## src/hdl/power_control_map.svh

```systemverilog
// register offsets, field positions and timing counts of the power control
`ifndef POWER_CONTROL_MAP_SVH
`define POWER_CONTROL_MAP_SVH
`define PCTL_ADDR_W 8
`define PCTL_OFS_POWER_CONTROL 8'h87
`define PCTL_OFS_STATUS 8'h88
`define PCTL_BIT_STOP_TRIGGER 0
`define PCTL_BIT_STOP_ARM 1
`define PCTL_BIT_CPU_HALT_TRIGGER 2
`define PCTL_BIT_IDLE_ARM 3
`define PCTL_BIT_CLOCK_SLOWDOWN 4
`define PCTL_RESET_POWER_CONTROL 8'h00
`define PCTL_CYCLES_PER_MACHINE 4'hC
`define PCTL_SLOW_DIVIDE 4'h8
`define PCTL_SYNC_MACHINE_CYCLES 2
`define PCTL_RESET_MACHINE_CYCLES 3'h2
`define PCTL_FINAL_RESET_NS 250000
`define PCTL_CLK_PERIOD_NS 20
`define PCTL_FINAL_RESET_CYCLES (`PCTL_FINAL_RESET_NS / `PCTL_CLK_PERIOD_NS)
`endif

```

## src/hdl/power_control_pkg.sv

```systemverilog
// types of the power saving mode control block
package power_control_pkg;
  typedef enum logic [4:0] {
    ST_RUN = 5'b00001,
    ST_IDLE = 5'b00010,
    ST_STOP = 5'b00100,
    ST_HW_RESET = 5'b01000,
    ST_HW_SLEEP = 5'b10000
  } mode_t;
endpackage

```

## src/hdl/power_saving_mode_control.sv

```systemverilog
// power saving mode control: slow-down, idle, stop and hard sleep
//
// Register access over Avalon-MM is this design's own decision.
`timescale 1ns/100ps
`include "power_control_map.svh"
module power_saving_mode_control #(
  parameter int FINAL_RESET_CYCLES = `PCTL_FINAL_RESET_CYCLES
) (
  // clock, reset, enable
  input wire logic ref_clk,
  input wire logic srst,
  input wire logic clk_en,
  // avalon-mm slave
  input wire logic [`PCTL_ADDR_W-1:0] avs_address,
  input wire logic avs_read,
  input wire logic avs_write,
  input wire logic [31:0] avs_writedata,
  output logic [31:0] avs_readdata,
  output logic avs_waitrequest,
  // pins and system signals
  input wire logic hard_sleep_pin_n,
  input wire logic saving_lock_pin,
  input wire logic saving_lock_pin_driven,
  input wire logic reset_pin,
  input wire logic irq_pending,
  input wire logic main_osc_running,
  // clock gating and status
  output logic cpu_clk_en,
  output logic periph_clk_en,
  output logic wdt_clk_en,
  output logic wdt_run,
  output logic wdt_reset_flag,
  output logic osc_wdt_flag,
  output logic osc_enable,
  output logic pins_float,
  output logic internal_reset,
  output logic program_store_strobe_n
);

  typedef struct packed {
    power_control_pkg::mode_t mode;
    logic [7:0] pctl;
    logic arm_prev;
    logic idle_arm_prev;
    logic slow_act;
    logic [1:0] slow_sync;
    logic [3:0] mc_cnt;
    logic [2:0] slow_cnt;
    logic [2:0] rst_cnt;
    logic [17:0] final_cnt;
    logic sleep_smp;
    logic lock_strap;
    logic wdt_run;
    logic wdt_flag;
    logic osc_flag;
    logic ack;
    logic [31:0] rdata;
  } state_t;

  state_t s_q, s_d;
  logic lock_lvl;
  logic mc_tick;
  logic base_tick;
  logic wr_pc;

  // a floating lock pin reads high: protection by default
  assign lock_lvl = saving_lock_pin_driven ? saving_lock_pin : 1'b1;
  assign mc_tick = (s_q.mc_cnt == `PCTL_CYCLES_PER_MACHINE - 4'h1);
  // derived clocks tick one in eight while slowed
  assign base_tick = !s_q.slow_act || (s_q.slow_cnt == 3'h0);
  // a write lands at the edge that sees waitrequest low, never earlier
  assign wr_pc = avs_write && s_q.ack &&
    (avs_address == `PCTL_OFS_POWER_CONTROL);

  function automatic logic bit_of(input logic [31:0] w, input int b);
    bit_of = w[b];
  endfunction

  always_comb begin
    s_d = s_q;
    s_d.ack = (avs_read || avs_write) && !s_q.ack;
    s_d.slow_cnt = s_q.slow_cnt + 3'h1;
    if (base_tick) begin
      s_d.mc_cnt = mc_tick ? 4'h0 : s_q.mc_cnt + 4'h1;
    end
    if (mc_tick && base_tick) begin
      // hard sleep pin sampled once per machine cycle
      s_d.sleep_smp = !hard_sleep_pin_n;
      // slow-down synchronised over at most two machine cycles
      s_d.slow_sync = {s_q.slow_sync[0],
        s_q.pctl[`PCTL_BIT_CLOCK_SLOWDOWN]};
      s_d.slow_act = s_q.slow_sync[0];
    end
    if (avs_read && !s_q.ack) begin
      s_d.rdata = 32'h0000_0000;
      if (avs_address == `PCTL_OFS_POWER_CONTROL) begin
        s_d.rdata[7:0] = s_q.pctl;
      end else if (avs_address == `PCTL_OFS_STATUS) begin
        s_d.rdata[4:0] = s_q.mode;
        s_d.rdata[8] = s_q.wdt_run;
        s_d.rdata[9] = s_q.wdt_flag;
        s_d.rdata[10] = s_q.osc_flag;
        s_d.rdata[11] = lock_lvl;
      end
    end
    if (wr_pc) begin
      // register at 87 hex selects the modes
      s_d.arm_prev = 1'b0;
      s_d.idle_arm_prev = 1'b0;
      if (!lock_lvl) begin
        s_d.pctl[`PCTL_BIT_CLOCK_SLOWDOWN] =
          bit_of(avs_writedata, `PCTL_BIT_CLOCK_SLOWDOWN);
        // arm alone, trigger on the very next write
        if (bit_of(avs_writedata, `PCTL_BIT_STOP_TRIGGER) &&
            s_q.arm_prev) begin
          s_d.mode = power_control_pkg::ST_STOP;
        end
        s_d.arm_prev = bit_of(avs_writedata, `PCTL_BIT_STOP_ARM) &&
          !bit_of(avs_writedata, `PCTL_BIT_STOP_TRIGGER);
        // idle arm then trigger on consecutive writes
        if (bit_of(avs_writedata, `PCTL_BIT_CPU_HALT_TRIGGER) &&
            s_q.idle_arm_prev && s_q.mode == power_control_pkg::ST_RUN)
        begin
          s_d.mode = power_control_pkg::ST_IDLE;
        end
        s_d.idle_arm_prev = bit_of(avs_writedata, `PCTL_BIT_IDLE_ARM);
        s_d.pctl[`PCTL_BIT_IDLE_ARM] = s_d.idle_arm_prev;
      end
    end
    // stop arm and both triggers never stick in the register
    s_d.pctl[`PCTL_BIT_STOP_TRIGGER] = 1'b0;
    s_d.pctl[`PCTL_BIT_STOP_ARM] = 1'b0;
    s_d.pctl[`PCTL_BIT_CPU_HALT_TRIGGER] = 1'b0;
    unique case (s_q.mode)
      power_control_pkg::ST_RUN: begin
      end
      power_control_pkg::ST_IDLE: begin
        // enabled interrupt ends idle, cpu resumes in place
        if (irq_pending) begin
          s_d.mode = power_control_pkg::ST_RUN;
        end
      end
      power_control_pkg::ST_STOP: begin
      end
      power_control_pkg::ST_HW_RESET: begin
        s_d.rst_cnt = s_q.rst_cnt + 3'h1;
        if (s_q.rst_cnt >= `PCTL_RESET_MACHINE_CYCLES) begin
          // oscillators stop only after the internal reset
          s_d.mode = power_control_pkg::ST_HW_SLEEP;
        end
      end
      power_control_pkg::ST_HW_SLEEP: begin
        if (hard_sleep_pin_n) begin
          // restart: reset held until oscillator settled
          if (!main_osc_running) begin
            s_d.final_cnt = 18'h0_0000;
          end else if (s_q.final_cnt ==
                       18'(FINAL_RESET_CYCLES - 1)) begin
            s_d.mode = power_control_pkg::ST_RUN;
            s_d.osc_flag = 1'b1;
            s_d.wdt_run = s_q.lock_strap;
          end else begin
            s_d.final_cnt = s_q.final_cnt + 18'h0_0001;
          end
        end
      end
      default: s_d.mode = power_control_pkg::ST_RUN;
    endcase
    // hard sleep entry: full internal reset first
    if (s_q.sleep_smp && mc_tick && base_tick &&
        s_q.mode != power_control_pkg::ST_HW_RESET &&
        s_q.mode != power_control_pkg::ST_HW_SLEEP) begin
      s_d.mode = power_control_pkg::ST_HW_RESET;
      s_d.rst_cnt = 3'h0;
      s_d.final_cnt = 18'h0_0000;
      s_d.wdt_run = 1'b0;
      s_d.wdt_flag = 1'b0;
      s_d.pctl = `PCTL_RESET_POWER_CONTROL;
    end
    // reset pin wins over idle, stop and hard sleep
    if (reset_pin) begin
      s_d.mode = power_control_pkg::ST_RUN;
      s_d.pctl = `PCTL_RESET_POWER_CONTROL;
      s_d.arm_prev = 1'b0;
      s_d.idle_arm_prev = 1'b0;
      s_d.slow_sync = 2'b00;
      s_d.slow_act = 1'b0;
      s_d.wdt_flag = 1'b0;
      // strap caught while reset is held, watchdog auto-starts when it is high
      s_d.lock_strap = lock_lvl;
      s_d.wdt_run = lock_lvl;
    end
  end

  always_ff @(posedge ref_clk) begin
    if (srst) begin
      s_q <= '0;
      s_q.mode <= power_control_pkg::ST_RUN;
      s_q.pctl <= `PCTL_RESET_POWER_CONTROL;
      s_q.lock_strap <= 1'b1;
      s_q.wdt_run <= 1'b1;
    end else if (clk_en) begin
      s_q <= s_d;
    end
  end

  // one wait cycle, then the answer is returned
  assign avs_waitrequest = (avs_read || avs_write) && !s_q.ack;
  assign avs_readdata = s_q.rdata;
  // cpu stopped in idle, stop and hard sleep
  assign cpu_clk_en = base_tick && (s_q.mode == power_control_pkg::ST_RUN);
  assign periph_clk_en = base_tick &&
    (s_q.mode == power_control_pkg::ST_RUN ||
     s_q.mode == power_control_pkg::ST_IDLE ||
     s_q.mode == power_control_pkg::ST_HW_RESET);
  // watchdog, unlike the peripherals, loses its clock in idle
  assign wdt_clk_en = base_tick && s_q.wdt_run &&
    (s_q.mode == power_control_pkg::ST_RUN);
  assign wdt_run = s_q.wdt_run;
  assign wdt_reset_flag = s_q.wdt_flag;
  assign osc_wdt_flag = s_q.osc_flag;
  assign osc_enable = (s_q.mode != power_control_pkg::ST_STOP) &&
    !(s_q.mode == power_control_pkg::ST_HW_SLEEP && !hard_sleep_pin_n);
  assign pins_float = (s_q.mode == power_control_pkg::ST_HW_SLEEP) &&
    !hard_sleep_pin_n;
  assign internal_reset = (s_q.mode == power_control_pkg::ST_HW_RESET) ||
    (s_q.mode == power_control_pkg::ST_HW_SLEEP);
  // strobe held high in idle; low in stop
  assign program_store_strobe_n =
    (s_q.mode != power_control_pkg::ST_STOP);

  // assertions
  wdt_idle_gate_a: assert property (@(posedge ref_clk) disable iff (srst)
    s_q.mode == power_control_pkg::ST_IDLE |-> !wdt_clk_en)
    else $error("watchdog clocked in idle");
  cpu_idle_gate_a: assert property (@(posedge ref_clk) disable iff (srst)
    s_q.mode == power_control_pkg::ST_IDLE |-> !cpu_clk_en &&
    periph_clk_en == base_tick)
    else $error("idle clock gating wrong");
  stop_bits_clear_a: assert property (@(posedge ref_clk) disable iff (srst)
    !s_q.pctl[`PCTL_BIT_STOP_ARM] && !s_q.pctl[`PCTL_BIT_STOP_TRIGGER])
    else $error("stop bits stuck");
  stop_hold_a: assert property (@(posedge ref_clk) disable iff (srst)
    s_q.mode == power_control_pkg::ST_STOP && !reset_pin && clk_en &&
    !(s_q.sleep_smp && mc_tick) |=> s_q.mode == power_control_pkg::ST_STOP)
    else $error("stop left without reset");
  lock_block_a: assert property (@(posedge ref_clk) disable iff (srst)
    lock_lvl && s_q.mode == power_control_pkg::ST_RUN && !reset_pin
    |=> s_q.mode != power_control_pkg::ST_IDLE &&
    s_q.mode != power_control_pkg::ST_STOP)
    else $error("software mode entered while locked");
  reset_override_a: assert property (@(posedge ref_clk) disable iff (srst)
    reset_pin && clk_en |=> s_q.mode == power_control_pkg::ST_RUN)
    else $error("reset did not end mode");
  float_pins_a: assert property (@(posedge ref_clk) disable iff (srst)
    pins_float |-> !osc_enable && internal_reset)
    else $error("float without oscillator stop");
  sleep_clear_a: assert property (@(posedge ref_clk) disable iff (srst)
    $rose(s_q.mode == power_control_pkg::ST_HW_RESET)
    |-> !s_q.wdt_run && !s_q.wdt_flag)
    else $error("sleep reset kept watchdog");
  bus_answer_a: assert property (@(posedge ref_clk) disable iff (srst)
    (avs_read || avs_write) && avs_waitrequest && clk_en |=> !avs_waitrequest)
    else $error("bus answer late");
  idle_cover_c: cover property (@(posedge ref_clk)
    s_q.mode == power_control_pkg::ST_IDLE);
  stop_cover_c: cover property (@(posedge ref_clk)
    s_q.mode == power_control_pkg::ST_STOP);
  sleep_cover_c: cover property (@(posedge ref_clk) $rose(osc_wdt_flag));
  slow_cover_c: cover property (@(posedge ref_clk) s_q.slow_act);

endmodule // power_saving_mode_control

```

## config.mk

```make
export PLATFORM = sky130hd
export DESIGN_NAME = power_saving_mode_control
export DESIGN_NICKNAME = d
export VERILOG_FILES = /design/src/hdl/power_control_pkg.sv /design/src/hdl/power_saving_mode_control.sv
export VERILOG_INCLUDE_DIRS = /design/src /design/src/hdl
export SDC_FILE = /design/constraint.sdc
export NUM_CORES = 1
export LEC_CHECK = 0
export BUFFER_PORTS_ARGS = -buffer_cell sky130_fd_sc_hd__buf_2
export CAP_MARGIN = 10
export CORE_ASPECT_RATIO = 0.7
export CORE_MARGIN = 2
export CORE_UTILIZATION = 40
export DETAILED_ROUTE_END_ITERATION = 8
export PLACE_DENSITY = 0.63
export SLEW_MARGIN = 25
export SYNTH_ARGS = -nofsm -noshare
export SYNTH_HDL_FRONTEND = slang
export SYNTH_SLANG_ARGS = --single-unit
```

## constraint.sdc

```tcl
create_clock -name ref_clk -period 5.14 [get_ports ref_clk]
set_input_delay 1.028 -clock ref_clk [delete_from_list [all_inputs] [get_ports ref_clk]]
set_output_delay 1.028 -clock ref_clk [all_outputs]
set_load 0.02 [all_outputs]
```

==> Yosys cells after proc, flatten, opt, wreduce, memory -nomap -nowiden <==
Cells that the tools add are included.
{ "op_classes": {"add_sub_neg": 4, "n_lt_le_gt_ge": 1, "n_eq_ne": 14, "n_mux": 36, "n_reduce_logical": 54} }
{ "ops": {"columns": ["cell", "count"], "rows": [
  ["18-bit two-way mux", 5],
  ["5-bit two-way mux", 11],
  ["21-bit two-way mux", 1],
  ["5-bit one-hot mux with 4 select lines", 1],
  ["1-bit logical AND", 19],
  ["18-bit by 1-bit adder with 18-bit output, second input constant", 1],
  ["18-bit by 14-bit equality test with 1-bit output, second input constant", 1],
  ["8-bit equality test, second input constant", 2],
  ["2-bit AND reduction", 8],
  ["3-bit nonzero test", 5],
  ["13-bit two-way mux", 1],
  ["2-bit two-way mux", 6],
  ["4-bit two-way mux", 3],
  ["2-bit nonzero test", 6],
  ["5-bit AND reduction", 2],
  ["3-bit two-way mux", 3],
  ["3-bit by 1-bit adder with 3-bit output, second input constant", 2],
  ["3-bit by 2-bit != test with 1-bit output, second input constant", 2],
  ["5-bit by 1-bit equality test with 1-bit output, second input constant", 1],
  ["5-bit by 2-bit equality test with 1-bit output, second input constant", 1],
  ["5-bit by 3-bit equality test with 1-bit output, second input constant", 1],
  ["5-bit by 4-bit equality test with 1-bit output, second input constant", 1],
  ["5-bit equality test, second input constant", 1],
  ["1-bit logical NOT", 5],
  ["other kinds (12)", 20]
]} }
{ "word_totals": {"register_bits": 63, "inputBits": 51, "output_inout_bits": 43} }

==> Depth between registers and ports, before layout <==
{ "logic_depth": {"depth_word": 11, "mapped_depth": 9, "ltp_nobuf": 8} }

==> Worst setup path before layout <==
OpenSTA, ideal clock, no wires.
{ "synth_path": {"path_type": "input to register", "start": "in avs_address[5]", "end": "reg s_q[80] (netlist bit)", "arrival_time_ps": 2538, "required_time_ps": 5012, "slack_ps": 2474, "stages": 6, "path_buffers": 0, "cell_sequence": "or4b_4 -> nor4_4 -> nand2_1 -> a22o_1 -> a32oi_1 -> nor2_1"} }
{ "synth_between": {"elab_chain_len": 9, "word_cells_on_any_way": 11, "cone_classes": "eq/ne: 1; mux: 9; reduce/logical: 1"} }
{ "synth_lines": {"columns": ["item", "line", "source"], "rows": [
  ["from (decl)", "power_saving_mode_control.sv:14", "input wire logic [`PCTL_ADDR_W-1:0] avs_address,"],
  ["8-bit equality test (no source line) (*)", null, null],
  ["1-bit logical AND (*)", "power_saving_mode_control.sv:72", "assign wr_pc = avs_write && s_q.ack &&"],
  ["5-bit two-way mux (*)", "power_saving_mode_control.sv:106", "if (wr_pc) begin"],
  ["5-bit two-way mux", "power_saving_mode_control.sv:157", "end else if (s_q.final_cnt =="],
  ["5-bit two-way mux", "power_saving_mode_control.sv:155", "if (!main_osc_running) begin"],
  ["5-bit two-way mux", "power_saving_mode_control.sv:153", "if (hard_sleep_pin_n) begin"],
  ["5-bit one-hot mux with 4 select lines (*)", "power_saving_mode_control.sv:134", "unique case (s_q.mode)"],
  ["13-bit two-way mux (*)", "power_saving_mode_control.sv:170", "if (s_q.sleep_smp && mc_tick && base_tick &&"],
  ["18-bit two-way mux (*)", "power_saving_mode_control.sv:181", "if (reset_pin) begin"],
  ["to (decl)", "power_saving_mode_control.sv:60", "state_t s_q, s_d;"]
]} }
Mark *: on every way between the ends. The rest lies on a longest branch, timed or not. The select of a mux whose other input is x is not followed.
A chain may end at the register's enable or synchronous reset.

==> Final worst setup path <==
{ "layout_path": {"start": "reg s_q[79] (netlist bit)", "end": "out osc_enable"} }
{ "layout_between": {"elab_chain_len": 4, "word_cells_on_any_way": 5, "cone_classes": "eq/ne: 2; reduce/logical: 3"} }
{ "layout_lines": {"columns": ["item", "line", "source"], "rows": [
  ["5-bit equality test", "power_saving_mode_control.sv:223", "!(s_q.mode == power_control_pkg::ST_HW_SLEEP && !hard_sleep_pin_n);"],
  ["1-bit logical AND", "power_saving_mode_control.sv:223", null],
  ["1-bit logical NOT", "power_saving_mode_control.sv:223", null],
  ["1-bit logical AND (*)", "power_saving_mode_control.sv:222", "assign osc_enable = (s_q.mode != power_control_pkg::ST_STOP) &&"],
  ["to (decl)", "power_saving_mode_control.sv:34", "output logic osc_enable,"]
]} }
Mark *: on every way between the ends. The rest lies on a longest branch, timed or not.

==> results.yml <==
synth:
  ys_ff_latch: 54
  syn_inst: 400
  synth_top_area_share: 0.3402
  synthFlopType: "dfxtp_1"
  yosysWarnings: 0
  syn_area_um2: 3178
  synth_area_per_cell_um2: 7.945
  synth_cell_types: 59
  synth_area_leaders: "dfxtp_1 34%, buf_4 7.8%, nor2_1 6.4%"
  synth_edf_count: 0
  synth_top_area_cell: "dfxtp_1"
  ys_seq_area_frac: 0.3402
  synthArstFlopShare: 0
timing:
  fmax_mhz: 348.1
  finalSetupViolations: 0
  holdWs_ps: 453.3
  period_minus_slack_ps: 2872
  fin_setup_tns_ps: 0
  fin_worst_skew_ps: 8.880
  relSlewSlack: 0.4682
  rsz0062_at_grt: "false"
  worstMarginPinSlew_ps: 791.1
  finalCritPeriodShare: 0.5588
  drv_slew: 0
  hold_violations: 0
die:
  placementRows: 27
  boundaryPins: 94
  die-area_um2: 8685
  core_um2: 7770
  die_h_um: 78.58
  die_w_um: 110.5
  start_util: 0.4090
clock_network:
  tritoncts: "yes"
  hold_buffers: 0
  cts-buffers-inserted: 5
  clock-sinks: 54
  htreeDepth: 2
  path_clk_slew_ps: 70
  clockRootBuffer: "clkbuf_16"
  clockBufferDepth: 2
  clock_latency_ps: 290
  cts_setup_buffers: 0
  post_cts_resized: 0
worst_setup_path:
  reg2reg_to: "s_q[54]"
  ff2ff_setup_slack_ps: 2760
  end_kind: "output port"
  cp.required_ps: 4110
  crit_arrival_ps: 1840
  ff2ff_path_depth: 5
  path_class: "flop to output port"
  cp_max_fo: 12
  cp-start-kind: "flop"
  regToRegStartpoint: "s_q[83]"
hold_path:
  hp-class: "flop to flop"
  holdCritStartpoint: "avs_readdata[1]"
  hold_depth: 2
  min_to: "avs_readdata[1]"
routing:
  remaining_drc_errors: 0
  drtIter0Drc: 224
  finalWirelength_mm: 7.141
  vias_per_cell: 5.327
  ant_nets: 0
  dr.pass1.iters: 5
  num_vias: 2786
  wl_per_cell_um: 13.65
layout:
  post-route-util: 0.4441
  final_nets: 478
  synthToLayoutAreaGrowth_pct: 8.583
  drive_above_1_share: 0.1611
  instances_no_fill: 523
  final_cell_mix: "54 x nor2_1, 54 x dfxtp_1, 45 x buf_2, 32 x nand2_1, 28 x a21oi_1"
  diodes: 0
global_route:
  grt_max_degree: 38
  antenna_found_initial: 0
  grt_pass1_vias: 2336
  grt_pass1_wl_mm: 11.55
  grt-ovfl-total: 0
  grtUsageTotal: 0.1611
power_and_ir_drop:
  peakVddDrop_mv: 0.1764
  p_int_w: 0.0006767
  comb_power_share: 0.085
  seqPwrFrac: 0.485
  switching_share: 0.2350
  pwr-share-clk: 0.431
  p_switching_w: 0.0002079
  pwr_density_cell_nw_per_um2: 256.3
  p_leak_nw: 1.340
run_status:
  status: "finished, final reports clean"
run:
  drv_cap: 0
placement:
  routabilityCongestion: 0.9335
  dp_hpwl_mm: 5.142
  portBuffers: 45
  placedCellCount: 515
[power groups by stage]
stage / Clock [W] / Combinational [W] / Sequential [W]
after detailed placement: 0 / 0.0000753 / 0.000439
after floorplan: 0 / 0.0000673 / 0.000438
after global placement: 0 / 0.0000739 / 0.000438
after global routing: 0.000409 / 0.0000836 / 0.000430
final: 0.000381 / 0.0000748 / 0.000429
after CTS: 0.000390 / 0.0000754 / 0.000429
[metal layers]
metal,up-vias,track usage,wire length [µm]
li1,1402,-,-
met1,1290,0.2429,3605
met2,89,0.2288,2988
met3,5,0.03861,496
met4,0,0.03750,50
met5,-,0,0
[worst max-delay path, cell delays in order (launching register included)]
cell and delay (ps):
dfxtp_1 460, or3_4 460, nor3_1 380, nor2_1 90
buf_2 170
[flip-flops by register name, indices dropped and copies added (netlist names)]
signal	count
avs_readdata	10
osc_wdt_flag	1
s_q	42
wdt_run	1
[through the flow]
stage | setup slack [ps] | power, W | area, µm²
after floorplan | 2474 | 0.0005056 | 3253
after global placement | 2128 | 0.0005123 | 3284
after detailed placement | 2109 | 0.0005138 | 3284
after CTS | 2279 | 0.0008943 | 3451
after global routing | 2139 | 0.0009222 | 3451
final | 2268 | 0.0008845 | 3451
[Yosys cell counts (2+ instances only)]
cell       count
buf_2          7
a41oi_1        2
nor2_1        54
nor3b_1        3
xnor2_1        7
inv_1          9
nor3_1         9
a21oi_1       28
and2_1         4
clkbuf_1      11
nor4b_1        2
nor4_2         3
o2111ai_1      4
o211ai_1       6
and4_1         3
ha_1           6
nand4b_1       2
or4_1          2
nand3_1       20
o21ai_0       14
a31oi_1        5
and3_1         6
or3_1          3
nor2b_1        5
o31ai_1        2
a21o_1         2
nand4_1        4
nand2b_1       5
nand2_1       32
dfxtp_1       54
buf_4         33
a32oi_1        4
xor2_1        11
mux2i_1        3
or2_2          2
o21ai_1        4
a221oi_1       2
nor4_1         6
[layout make-up]
class                      instances  area [µm²]
tap                              101       126.4
multi-input combinational        305        1810
clock inverter                     2       37.54
clock buffer                       6       128.9
inverter                           9       33.78
sequential                        54        1081
timing repair buffer              46       232.7
fill                             801        4319
[cell families (layout without fill, tap and decap cells)]
kind of cell,after synthesis,count (layout),synth area share
compound gates,82,82,0.1685
buf+inv,61,63,0.1138
other cells,1,21,0.001180
fa+ha+maj,6,6,0.02362
mux,3,3,0.009449
xor+xnor,18,18,0.04961
flops,54,54,0.3402
simple gates,175,175,0.2937
[worst max path at each step]
stage | to | slack, ps | start
2_1_floorplan | s_q[80] | 2470 | avs_address[5]
3_3_place_gp | s_q[45] | 2130 | clk_en
3_5_place_dp | s_q[55] | 2110 | clk_en
4_1_cts | osc_enable | 2280 | s_q[79]
5_1_grt | program_store_strobe_n | 2140 | s_q[79]
6_report | osc_enable | 2270 | s_q[79]
(Power assumes the default switching activity.)
